$ cat src/rtl/rsrt_regs.svh
// constants of the memory-based tapped shift register
`ifndef RSRT_REGS_SVH
`define RSRT_REGS_SVH

// ==========================================================
// geometry
`define RSRT_WIDTH      8
`define RSRT_TAPS       4
`define RSRT_SPACING    3
`define RSRT_DEPTH      2
`define RSRT_BUS_WIDTH  32
`define RSRT_PTR_W      1
`define RSRT_CNT_W      4

// ==========================================================
// sized values
`define RSRT_PTR_ZERO   1'h0
`define RSRT_PTR_LAST   1'h1
`define RSRT_PTR_STEP   1'h1
`define RSRT_CNT_ZERO   4'h0
`define RSRT_CNT_ONE    4'h1
`define RSRT_CNT_FULL   4'hc
`define RSRT_WORD_ZERO  8'h00

`endif

$ cat src/rtl/rsrt_pkg.sv
// types shared by the tapped shift register files
`include "rsrt_regs.svh"

package rsrt_pkg;

  // ==========================================================
  // power-up fill options
  typedef enum logic {
    RSRT_ZERO_FILL,
    RSRT_UNKNOWN_FILL
  } rsrt_fill_t;

  // ==========================================================
  // one stored word
  typedef logic [`RSRT_WIDTH-1:0] rsrt_word_t;

endpackage : rsrt_pkg

$ cat src/rtl/rsrt_buf.sv
// two-entry buffer for words leaving the chain end
`timescale 1ns/1ps
`default_nettype none
`include "rsrt_regs.svh"

module rsrt_buf (
  input  wire logic                 clk_in,
  input  wire logic                 rst_b_in,
  input  wire logic                 in_valid_in,
  input  wire rsrt_pkg::rsrt_word_t in_word_in,
  output logic                      in_ready_out,
  output logic                      out_valid_out,
  output rsrt_pkg::rsrt_word_t      out_word_out,
  input  wire logic                 out_ready_in
);

  // ==========================================================
  // storage
  rsrt_pkg::rsrt_word_t d0_reg, d0_next, d1_reg, d1_next;
  logic                 v0_reg, v0_next, v1_reg, v1_next;
  logic                 rdy_reg, rdy_next;

  // pop first, then push into the lowest free entry
  always_comb begin
    d0_next = d0_reg;
    d1_next = d1_reg;
    v0_next = v0_reg;
    v1_next = v1_reg;
    if (v0_reg && out_ready_in) begin
      d0_next = d1_reg;
      v0_next = v1_reg;
      v1_next = 1'b0;
    end
    if (in_valid_in && rdy_reg) begin
      if (!v0_next) begin
        d0_next = in_word_in;
        v0_next = 1'b1;
      end else begin
        d1_next = in_word_in;
        v1_next = 1'b1;
      end
    end
    rdy_next = !v1_next; // ready while a slot stays free
  end

  // register state
  always_ff @(posedge clk_in or negedge rst_b_in) begin
    if (!rst_b_in) begin
      d0_reg  <= `RSRT_WORD_ZERO;
      d1_reg  <= `RSRT_WORD_ZERO;
      v0_reg  <= 1'b0;
      v1_reg  <= 1'b0;
      rdy_reg <= 1'b1;
    end else begin
      d0_reg  <= d0_next;
      d1_reg  <= d1_next;
      v0_reg  <= v0_next;
      v1_reg  <= v1_next;
      rdy_reg <= rdy_next;
    end
  end

  assign in_ready_out  = rdy_reg;
  assign out_valid_out = v0_reg;
  assign out_word_out  = d0_reg;

endmodule : rsrt_buf

`default_nettype wire

$ cat src/rtl/rsrt_top.sv
// memory-based shift register with evenly spaced taps
`timescale 1ns/1ps
`default_nettype none
`include "rsrt_regs.svh"

module rsrt_top #(
  parameter rsrt_pkg::rsrt_fill_t FILL_MODE = rsrt_pkg::RSRT_ZERO_FILL
) (
  input  wire logic                        clk_in,
  input  wire logic                        rst_b_in,
  input  wire logic                        clear_in,
  input  wire logic                        shift_en_in,
  input  wire rsrt_pkg::rsrt_word_t        shift_word_in,
  output rsrt_pkg::rsrt_word_t             first_tap_word_out,
  output rsrt_pkg::rsrt_word_t             second_tap_word_out,
  output rsrt_pkg::rsrt_word_t             third_tap_word_out,
  output rsrt_pkg::rsrt_word_t             fourth_tap_word_out,
  output rsrt_pkg::rsrt_word_t             chain_end_out,
  output logic [`RSRT_BUS_WIDTH-1:0]       tap_bus_out,
  output logic                             shift_ready_out,
  output logic                             drain_valid_out,
  output rsrt_pkg::rsrt_word_t             drain_word_out,
  input  wire logic                        drain_ready_in
);

  // ==========================================================
  // reset and clear
  logic ctl_rst_b;  // pointer and fill count
  logic mem_rst_b;  // stored words and tap words
  logic buf_ready;
  logic shift_go;
  logic push_valid;

  // clear always empties; power-up empties only with zero fill
  assign ctl_rst_b = rst_b_in & ~clear_in;
  generate
    if (FILL_MODE == rsrt_pkg::RSRT_ZERO_FILL) begin : g_zero
      assign mem_rst_b = rst_b_in & ~clear_in;
    end else begin : g_unknown
      assign mem_rst_b = ~clear_in;
    end
  endgenerate

  // a shift needs the gate and room for the displaced word
  assign shift_go = shift_en_in & buf_ready;

  // ==========================================================
  // shared circular address
  logic [`RSRT_PTR_W-1:0] ptr_reg, ptr_next;
  logic [`RSRT_CNT_W-1:0] cnt_reg, cnt_next;

  // advance address on each shift, fill count only until it reaches full
  always_comb begin
    ptr_next = ptr_reg;
    cnt_next = cnt_reg;
    if (shift_go) begin
      if (ptr_reg == `RSRT_PTR_LAST) begin
        ptr_next = `RSRT_PTR_ZERO;
      end else begin
        ptr_next = ptr_reg + `RSRT_PTR_STEP;
      end
      if (cnt_reg != `RSRT_CNT_FULL) begin
        cnt_next = cnt_reg + `RSRT_CNT_ONE;
      end
    end
  end

  // register address and count
  always_ff @(posedge clk_in or negedge ctl_rst_b) begin
    if (!ctl_rst_b) begin
      ptr_reg <= `RSRT_PTR_ZERO;
      cnt_reg <= `RSRT_CNT_ZERO;
    end else begin
      ptr_reg <= ptr_next;
      cnt_reg <= cnt_next;
    end
  end

  // a word leaves the chain once every position holds a real one
  assign push_valid = shift_go & (cnt_reg == `RSRT_CNT_FULL);

  // ==========================================================
  // tap segments: spacing-1 memory words plus one tap word
  genvar k;
  generate
    for (k = 0; k < `RSRT_TAPS; k++) begin : g_seg
      rsrt_pkg::rsrt_word_t mem_reg  [`RSRT_DEPTH];
      rsrt_pkg::rsrt_word_t mem_next [`RSRT_DEPTH];
      rsrt_pkg::rsrt_word_t tap_reg, tap_next;
      rsrt_pkg::rsrt_word_t seg_in;

      // feed from the input or from the previous tap
      if (k == 0) begin : g_head
        assign seg_in = shift_word_in;
      end else begin : g_link
        assign seg_in = g_seg[k-1].tap_reg;
      end

      // read the oldest word, write the incoming one in its slot
      always_comb begin
        for (int j = 0; j < `RSRT_DEPTH; j++) begin
          mem_next[j] = mem_reg[j];
        end
        tap_next = tap_reg;
        if (shift_go) begin
          tap_next          = mem_reg[ptr_reg];
          mem_next[ptr_reg] = seg_in;
        end
      end

      // stored words clear to zero on clear or zero fill
      always_ff @(posedge clk_in or negedge mem_rst_b) begin
        if (!mem_rst_b) begin
          for (int j = 0; j < `RSRT_DEPTH; j++) begin
            mem_reg[j] <= `RSRT_WORD_ZERO;
          end
          tap_reg <= `RSRT_WORD_ZERO;
        end else begin
          for (int j = 0; j < `RSRT_DEPTH; j++) begin
            mem_reg[j] <= mem_next[j];
          end
          tap_reg <= tap_next;
        end
      end

      // pack tap words, nearest tap lowest
      assign tap_bus_out[k*`RSRT_WIDTH +: `RSRT_WIDTH] = tap_reg;
    end
  endgenerate

  // ==========================================================
  // named tap outputs
  assign first_tap_word_out  = g_seg[0].tap_reg;
  assign second_tap_word_out = g_seg[1].tap_reg;
  assign third_tap_word_out  = g_seg[2].tap_reg;
  assign fourth_tap_word_out = g_seg[3].tap_reg;
  assign chain_end_out       = g_seg[`RSRT_TAPS-1].tap_reg;

  // ==========================================================
  // displaced chain-end words
  rsrt_buf u_buf (
    .clk_in        (clk_in),
    .rst_b_in      (rst_b_in),
    .in_valid_in   (push_valid),
    .in_word_in    (g_seg[`RSRT_TAPS-1].tap_reg),
    .in_ready_out  (buf_ready),
    .out_valid_out (drain_valid_out),
    .out_word_out  (drain_word_out),
    .out_ready_in  (drain_ready_in)
  );

  assign shift_ready_out = buf_ready; // room for a displaced word

endmodule : rsrt_top

`default_nettype wire

$ cat config.mk
export PLATFORM = sky130hd
export DESIGN_NAME = rsrt_top
export DESIGN_NICKNAME = d
export VERILOG_FILES = /design/src/rtl/rsrt_pkg.sv /design/src/rtl/rsrt_buf.sv /design/src/rtl/rsrt_top.sv
export VERILOG_INCLUDE_DIRS = /design/src /design/src/rtl
export SDC_FILE = /design/constraint.sdc
export NUM_CORES = 1
export LEC_CHECK = 0
export BUFFER_PORTS_ARGS = -buffer_cell sky130_fd_sc_hd__buf_2
export CORE_UTILIZATION = 50
export CTS_CLUSTER_SIZE = 12
export DETAILED_ROUTE_END_ITERATION = 7
export PLACE_DENSITY = 0.74
export SYNTH_ARGS = -nofsm -noshare
export SYNTH_HDL_FRONTEND = slang
export SYNTH_SLANG_ARGS = --single-unit
$ cat constraint.sdc
create_clock -name clk_in -period 6.74 [get_ports clk_in]
set_clock_uncertainty 0.1 [all_clocks]
set_input_delay 0.337 -clock clk_in [delete_from_list [all_inputs] [get_ports clk_in]]
set_output_delay 0.337 -clock clk_in [all_outputs]
set_load 0.03 [all_outputs]
==> results.yml, run 1 <==
cts:
  root_buffer: "clkbuf_8"
  clock_path_buffers: 2
  clk_pin_slew_worst_paths_ns: 0.05
  cts.sinks: 120
  cts_tree: "done"
  numCtsBuffers: 17
  htree_levels: 4
  clk_latency_ns: 0.51
  ctsResizeCount: 0
critical_path:
  start_kind: "register"
  cp.required_ns: 7.03
  worst-setup-path-type: "register to register"
  rrSetupSlack_ns: 4.05
  cp-end-kind: "register"
  cp.arrival_ns: 2.97
  cp_max_fo: 76
logic_synthesis:
  synth_compound_area_share_pct: 4.12
  synth_top_family_by_area: "multiplexers"
  syn_area_mm2: 0.00526
  yosysTopAreaCellShare_pct: 56.7
  synth-simple-area-share_pct: 4.19
  async_reset_ff_share_pct: 100
  syn_avg_cell_area_um2: 13.3
  synth.distinct_cells: 30
  synth-edff-count: 0
  ys_ff_latch: 120
  yosys_warnings: 0
  synth_area_leaders: "dfrtp_1, mux2_2, mux2i_1, buf_4, a21oi_1"
  synth_seq_area_share_pct: 57.2
  synthAdderAreaFrac_pct: 0.476
  yosys.area.top_type: "dfrtp_1"
  synth_ff_type: "dfrtp_1"
  synthCells: 394
  yosys-mux-area-fraction_pct: 25.4
  syn-num-nets: 409
  synth-xor-area-share_pct: 0.333
global_route:
  antenna_found_initial: 0
  grt_max_degree: 87
  grt_pass1_wl_um: 15600
  gr-usage-all-layers_pct: 18.5
  first_global_vias: 3139
  overflow: 0
routing:
  vias_per_cell: 5.14
  vias: 3122
  drc_errors: 0
  drt_wl_total_um: 9220
  drt_iter0_markers: 113
  wl_per_cell_um: 15.2
  antenna_left: 0
  firstDrtPassIters: 6
timing:
  report.final.hold_viol_count: 0
  maxSlewViolCount: 0
  finalCriticalPeriod_ns: 2.69
  fmax_ghz: 0.372
  relSlewSlack_pct: 29.4
  post-route-period-util_pct: 39.9
  tightest_slew_ns: 1.06
  setup_viol: 0
  setup_slack_ns: 4.05
  rsz0062_at_grt: "false"
  fin_tns_setup_ns: 0
finish:
  layout-drive-gt1-share_pct: 46.9
  antenna_cells: 0
  multi_input_area_mm2: 0.00182
  seqCellArea_mm2: 0.00301
  area_growth_pct: 17.5
  final_nets: 475
  fill_cells: 816
  largest_reg_flops: 64
hold_path:
  hp-class: "primary input to register"
status:
  status: "finished clean"
die:
  die_x_um: 105
  rows: 37
  initial_core_util_pct: 51.1
  ios: 95
  die_y_um: 105
  core-area_mm2: 0.0103
  dieArea_mm2: 0.0109
placement:
  gp_congestion: 0.703
  port_buffers: 94
  dp_hpwl_um: 5580
  post-place-ws_ns: 4.02
power_and_ir_drop:
  p_comb_share_pct: 37.8
  p_int_w: 0.00218
  switching_share_pct: 38.9
  power_frac_seq_pct: 38.2
  p_leak_nw: 2.90
  p_clk_share_pct: 24.0
  vdd_drop_max_mv: 0.323
  finalPower_w: 0.00357
  switching_power_w: 0.00139
  p_per_area_mw_per_mm2: 579
flow_run:
  drv_cap: 0
## power groups by stage
| stage | Clock, W | Combinational [W] | Sequential, W |
|---|---|---|---|
| 2_1_floorplan | 0 | 0.00103 | 0.00148 |
| 3_3_place_gp | 0 | 0.00133 | 0.00136 |
| 3_5_place_dp | 0 | 0.00135 | 0.00138 |
| 4_1_cts | 0.000870 | 0.00136 | 0.00138 |
| 5_1_grt | 0.000909 | 0.00144 | 0.00143 |
| 6_report | 0.000857 | 0.00135 | 0.00137 |
## final cells by class
class | instances | area share [%]
Clock buffer | 23 | 7.72
Sequential cell | 120 | 48.7
Timing Repair Buffer | 107 | 9.60
Multi-Input combinational cell | 211 | 29.5
Inverter | 3 | 0.182
Clock inverter | 7 | 1.52
Tap cell | 136 | 2.76
## cell usage after synthesis, types with 2 or more instances
library cell	number
dfrtp_1	119
mux2_2	88
buf_4	42
a21oi_1	34
mux2i_1	32
nor2_1	32
buf_2	12
buf_6	4
inv_1	3
nand2b_1	3
a31oi_1	2
clkbuf_1	2
ha_1	2
mux2_1	2
nand2_1	2
## cells by family (layout without fill, tap and decap cells)
kind of cell | after synthesis | count (layout)
XOR/XNOR | 2 | 2
adder cells (fa/ha/maj) | 2 | 2
AO/OA/AOI/OAI | 39 | 39
flip-flops | 120 | 120
AND/OR/NAND/NOR | 46 | 46
multiplexers | 122 | 122
buffers and inverters | 63 | 140
## timing repair
item | 4_1_cts | 5_1_grt
hold buffers | 10 | 0
endpoints found under the hold margin | 50 | 0
setup buffers | 0 | 0
## worst max-delay path: stages (launching register included)
cell and delay [ns]:
dfstp_2 0.52, and2_2 0.13, buf_4 0.61, nand2b_2 0.67, mux2_1 0.52
## metrics by stage
step / cell area, um^2 / utilization, % / hold slack [ns] / instances
2_1_floorplan: 5260 / - / -0.0586 / 394
3_3_place_gp: 5500 / 53.6 / 0.196 / 567
3_5_place_dp: 5500 / 53.6 / 0.204 / 567
4_1_cts: 6170 / 60.1 / 0.189 / 607
5_1_grt: 6170 / 60.1 / 0.198 / 607
6_report: 6170 / 60.1 / 0.203 / 607
## per-layer routing
metal	wire length (um)	global-route usage, %	part of all wire (%)	vias to the layer above
met5	0	0	0	-
met4	114	7.35	1.2	0
met3	318	4.74	3.4	12
met2	4670	30.6	51	85
met1	4120	23.1	45	1560
li1	-	-	-	1465
## cell usage in the layout, fill, tap and decap left out, types with 2 or more instances in the layout
master           n
nand2b_1         2
bufinv_16        2
mux2_1           2
clkbuf_16       16
a21oi_1         34
dfrtp_1        118
clkbuf_8         5
nor2_1          32
nand2_1          2
mux2i_1         32
clkinv_2         2
clkbuf_1         2
clkinvlp_4       2
ha_1             2
dlygate4sd3_1   10
mux2_2          88
a31oi_1          2
inv_1            3
buf_4            3
buf_2           94
## path summary, 6_finish.rpt
path / start / endpoint / cells after the start
max: u_buf.in_ready_out / g_seg[0].mem_reg[11] / 4
min: drain_ready_in / u_buf.v1_reg / 3
min reg2reg: g_seg[0].mem_reg[7] / g_seg[0].mem_reg[7] / 1
max reg2reg: u_buf.in_ready_out / g_seg[0].mem_reg[11] / 4
min in group asynchronous: rst_b_in / u_buf.out_word_out[6] / 2
max in group asynchronous: rst_b_in / ptr_reg / 4
Note: power is estimated with default switching activity, not from simulation.
==> inputs of run 2 (changes only) <==
clock period = 2.45 ns   (was 6.74 ns; I/O delays follow)
==> run 2 against run 1 <==
  * Fmax increased by 48%
  * Critical endpoint is now u_buf.d1_reg[7]
  * Clock power increased to 2.7 times the previous value
  * Non-clock buffer count increased by 9
  * Register-to-register slack got worse by 3.4 ns
  * Global-route usage increased by 0.84 points
  * Flip-flop and latch count unchanged
  * Critical path type unchanged
  * Routed wire length increased by 3.1%
  * Worst setup slack got worse by 3.4 ns
  * Design area increased by 1.3%
  * Sequential share of layout area decreased by 0.62 points
  * Power increased to 2.8 times the previous value
==> results.yml, run 2 (synthesis gave the netlist of run 1 again) <==
status:
  status: "finished clean"
power_and_ir_drop:
  p_clk_share_pct: 23.8
  p_per_area_mw_per_mm2: 1570
  switching_power_w: 0.00388
  p_comb_share_pct: 38.9
  switching_share_pct: 39.5
  p_int_w: 0.00596
  p_leak_nw: 2.94
  power_frac_seq_pct: 37.3
  vdd_drop_max_mv: 0.809
timing:
  rsz0062_at_grt: "false"
  finalCriticalPeriod_ns: 1.82
  setup_viol: 0
  fin_tns_setup_ns: 0
  relSlewSlack_pct: 44.8
  maxSlewViolCount: 0
  tightest_slew_ns: 0.825
  post-route-period-util_pct: 74.2
  fin_hold_ws_ns: 0.0473
  report.final.hold_viol_count: 0
  fmax_ghz: 0.550
  setup_slack_ns: 0.631
global_route:
  overflow: 0
  use_met2_pct: 31.6
  gr-usage-all-layers_pct: 19.3
  grt_max_degree: 102
  use_met1_pct: 24.4
  antenna_found_initial: 0
  first_global_vias: 3173
  gr-usage-met3_pct: 5.18
  grt_pass1_wl_um: 16100
  grt.busiest_layer: "met2"
die:
  ios: 95
  dieArea_mm2: 0.0109
  core-area_mm2: 0.0103
  die_x_um: 105
  rows: 37
  die_y_um: 105
  initial_core_util_pct: 51.1
placement:
  gp_congestion: 0.713
  post-place-ws_ns: 0.657
  port_buffers: 94
  dp_hpwl_um: 5850
cts:
  cts_tree: "done"
  clk_pin_slew_worst_paths_ns: 0.06
  root_buffer: "clkbuf_8"
  clk_latency_ns: 0.51
  cts.sinks: 120
  post-cts-setup-buffers: 0
  numCtsBuffers: 17
  clock_path_buffers: 2
  ctsResizeCount: 0
  htree_levels: 4
finish:
  final_nets: 484
  final_common_cell: "dfrtp_1"
  area_growth_pct: 19.0
  antenna_cells: 0
  fill_cells: 804
  largest_reg_flops: 64
  final_cell_mix: "dfrtp_1, buf_2, mux2_2, a21oi_1"
  layout-drive-gt1-share_pct: 47.5
critical_path:
  worst_r2r_path_depth: 5
  timing.rr.end: "u_buf.d1_reg[7]"
  start_kind: "register"
  cp.arrival_ns: 2.11
  cp.required_ns: 2.75
  cp-end-kind: "register"
  r2r_start: "cnt_reg[0]"
  cp_cell_sequence: "inv_1, ha_1, and3_1, nand4b_4, mux2_1"
  worst-setup-path-type: "register to register"
  max_stage_delay_ns: 0.41
  rrSetupSlack_ns: 0.63
  crit_slowest_cell: "dfrtp_1"
  cp_max_fo: 8
routing:
  wl_per_cell_um: 15.4
  drc_errors: 0
  antenna_left: 0
  drt_iter0_markers: 91
  firstDrtPassIters: 4
  vias: 3189
  drt_wl_total_um: 9510
  vias_per_cell: 5.16
flow_run:
  drv_cap: 0
hold_path:
  hp-class: "primary input to asynchronous set/reset pin"
run 2: cell types whose count changed in the layout (fill, tap and decap cells not counted), sizes merged:
cell,previous run,this run
buf,97,103
clkbuf,23,20
clkinv,3,9
clkinvlp,2,1
dlygate4sd3,10,13
run 2: power by group through the flow:
stage                     Sequential, W  Combinational (W)  Clock [W]
after detailed placement        0.00372            0.00382          0
after CTS                       0.00370            0.00387    0.00238
after global placement          0.00365            0.00377          0
after floorplan                 0.00407            0.00283          0
final                           0.00367            0.00383    0.00234
after global routing            0.00383            0.00409    0.00247
run 2: worst max-delay path by stage:
| stage | start | end | depth (start not counted) | slack, ns |
|---|---|---|---|---|
| 6_report | cnt_reg[0] | u_buf.d1_reg[7] | 5 | 0.63 |
| 2_1_floorplan | rst_b_in | chain_end_out[0] | 1 | 0.27 |
| 5_1_grt | cnt_reg[0] | u_buf.d1_reg[7] | 5 | 0.49 |
| 3_3_place_gp | cnt_reg[0] | u_buf.d1_reg[7] | 5 | 0.70 |
| 3_5_place_dp | cnt_reg[0] | u_buf.d1_reg[7] | 5 | 0.66 |
| 4_1_cts | cnt_reg[0] | u_buf.d1_reg[7] | 5 | 0.63 |
run 2: what timing repair did:
action / in CTS / in global routing
hold buffers: 13 / 0
endpoints found under the hold margin: 139 / 0
setup endpoints to repair: 0 / 0
run 2: area by class of cell:
type                       count  area, um^2  area share (%)
tap                          136         170            2.72
clock buffer                  20         435            6.96
sequential                   120        3010            48.0
inverter                       3        11.3           0.180
clock inverter                12         128            2.04
multi-input combinational    211        1820            29.2
timing repair buffer         116         681            10.9
run 2: layer usage:
metal	vias to the layer above	wire, um
met5	-	0
met4	0	128
met3	16	392
met2	83	4790
met1	1609	4200
li1	1481	-
run 2: through the flow:
step / cells / util, % / area (um^2) / power, W
floorplan: 394 / - / 5260 / 0.00690
global placement: 573 / 54.1 / 5560 / 0.00742
detailed placement: 573 / 54.1 / 5560 / 0.00754
CTS: 618 / 60.9 / 6250 / 0.00994
global route: 618 / 60.9 / 6250 / 0.0104
finish: 618 / 60.9 / 6250 / 0.00984
run 2: critical path: cells and delay by family, from the launching register on:
family                     cells  cell delay [ns]
DFF                            1             0.41
muxes                          1             0.37
and+or+nand+nor                2             0.59
buffers and inverters          1             0.07
adders and majority gates      1             0.16
==> inputs of run 3 (changes only) <==
PLACE_DENSITY = 0.71   (was 0.74)
clock period = 1.68 ns   (was 2.45 ns; I/O delays follow)
==> run 3 against run 2 <==
  * Power is 48% higher
  * Flip-flop and latch count is the same
  * Worst setup slack lost 0.57 ns
  * Critical endpoint is now g_seg[2].mem_reg[13]
  * Via count increased by 0.50%
  * Combinational power is 52% higher
  * Sequential share of layout area down 0.72 points
  * First-iteration DRC count did not move
  * Clock-buffer cell count shrank 2
  * Register-to-register slack worse by 0.57 ns
==> results.yml, run 3 (synthesis gave the netlist of run 1 again) <==
status:
  status: "finished clean"
timing:
  fin_tns_setup_ns: 0
  tightest_slew_ns: 0.524
  report.final.hold_viol_count: 0
  setup_viol: 0
  fmax_ghz: 0.617
  maxSlewViolCount: 0
  post-route-period-util_pct: 96.4
  setup_slack_ns: 0.0604
  finalCriticalPeriod_ns: 1.62
  relSlewSlack_pct: 65.1
placement:
  post-place-ws_ns: -0.0907
  place_inst: 579
  dp_hpwl_um: 5830
  gp_congestion: 0.711
  port_buffers: 94
  dpl-instance-area_mm2: 0.00562
routing:
  drt_wl_total_um: 9350
  firstDrtPassIters: 4
  drc_errors: 0
  vias_per_cell: 5.14
  wl_per_cell_um: 15.0
  antenna_left: 0
  drt_iter0_markers: 91
  vias: 3205
finish:
  seqCellArea_mm2: 0.00301
  multi_input_area_mm2: 0.00183
  antenna_cells: 0
  final_nets: 491
  fin_cells: 624
  final_cell_mix: "dfrtp_1, buf_2, mux2_2, a21oi_1"
  layout-drive-gt1-share_pct: 49.0
  final_common_cell: "dfrtp_1"
  fill_cells: 816
  largest_reg_flops: 64
  area_growth_pct: 20.8
  final_area_mm2: 0.00635
  fin_util_pct: 61.8
global_route:
  overflow: 0
  gr-usage-all-layers_pct: 18.8
  first_global_vias: 3191
  grt_max_degree: 102
  grt_pass1_wl_um: 15900
  antenna_found_initial: 0
die:
  ios: 95
  initial_core_util_pct: 51.1
  dieArea_mm2: 0.0109
  core-area_mm2: 0.0103
  die_x_um: 105
  die_y_um: 105
  rows: 37
cts:
  root_buffer: "clkbuf_8"
  clock_path_buffers: 2
  cts.sinks: 120
  cts_tree: "done"
  numCtsBuffers: 17
  htree_levels: 4
  clk_latency_ns: 0.51
  clk_pin_slew_worst_paths_ns: 0.06
critical_path:
  cp.required_ns: 1.96
  worst-setup-path-type: "register to register"
  cp-end-kind: "register"
  cp.arrival_ns: 1.90
  rrSetupSlack_ns: 0.06
  cp_cell_sequence: "and2_4, nand2b_2, buf_4, mux2_2"
  crit_slowest_cell: "dfstp_2"
  cp_max_fo: 16
  start_kind: "register"
  max_stage_delay_ns: 0.53
hold_path:
  hp-class: "primary input to asynchronous set/reset pin"
power_and_ir_drop:
  p_leak_nw: 2.99
  vdd_drop_max_mv: 1.12
  p_per_area_mw_per_mm2: 2300
flow_run:
  drv_cap: 0
[run 3: critical path: cells and delay by family, from the launching register on]
| kind | cells | cell delay, ns |
|---|---|---|
| buf+inv | 1 | 0.22 |
| flops | 1 | 0.53 |
| mux | 1 | 0.30 |
| simple gates | 2 | 0.35 |
[run 3: path summary, 6_finish.rpt]
check | endpoint | startpoint | cells after the start
max reg2reg | g_seg[2].mem_reg[13] | u_buf.in_ready_out | 4
max in group asynchronous | u_buf.in_ready_out | rst_b_in | 4
max | g_seg[2].mem_reg[13] | u_buf.in_ready_out | 4
min in group clk_in | g_seg[0].mem_reg[11] | shift_word_in[3] | 3
min | chain_end_out[7] | rst_b_in | 4
min reg2reg | g_seg[0].mem_reg[2] | g_seg[0].mem_reg[2] | 1
[run 3: cell type report]
cell class / count / area share (%)
clock inverter: 13 / 2.44
inverter: 3 / 0.177
timing repair buffer: 123 / 11.7
tap: 136 / 2.68
multi-input combinational: 211 / 28.9
clock buffer: 18 / 6.74
sequential: 120 / 47.3
[run 3: repair_timing]
action	4_1_cts	5_1_grt
setup buffers	0	1
hold buffers	13	0
setup endpoints to repair	17	1
resized for setup	2	1
endpoints found under the hold margin	139	0
cloned	0	0
[run 3: stage by stage]
| stage | hold slack, ns | power [W] |
|---|---|---|
| after CTS | 0.223 | 0.0147 |
| after global routing | 0.252 | 0.0154 |
| after floorplan | -0.312 | 0.0101 |
| after detailed placement | -0.0275 | 0.0111 |
| final | 0.245 | 0.0146 |
| after global placement | -0.0339 | 0.0109 |
[run 3: per-layer routing]
metal / up-vias / routed length (um) / track usage (%)
met1: 1619 / 4180 / 24.1
met5: - / 0 / 0
li1: 1497 / - / -
met2: 78 / 4740 / 30.6
met3: 11 / 341 / 4.87
met4: 0 / 95 / 7.35
[run 3: report_power, final]
part | internal, W | total (W) | leakage (nW) | switching (W)
logic | 0.00240 | 0.00581 | 1.26 | 0.00341
registers | 0.00425 | 0.00525 | 1.45 | 0.000992
clock network | 0.00228 | 0.00353 | 0.282 | 0.00126
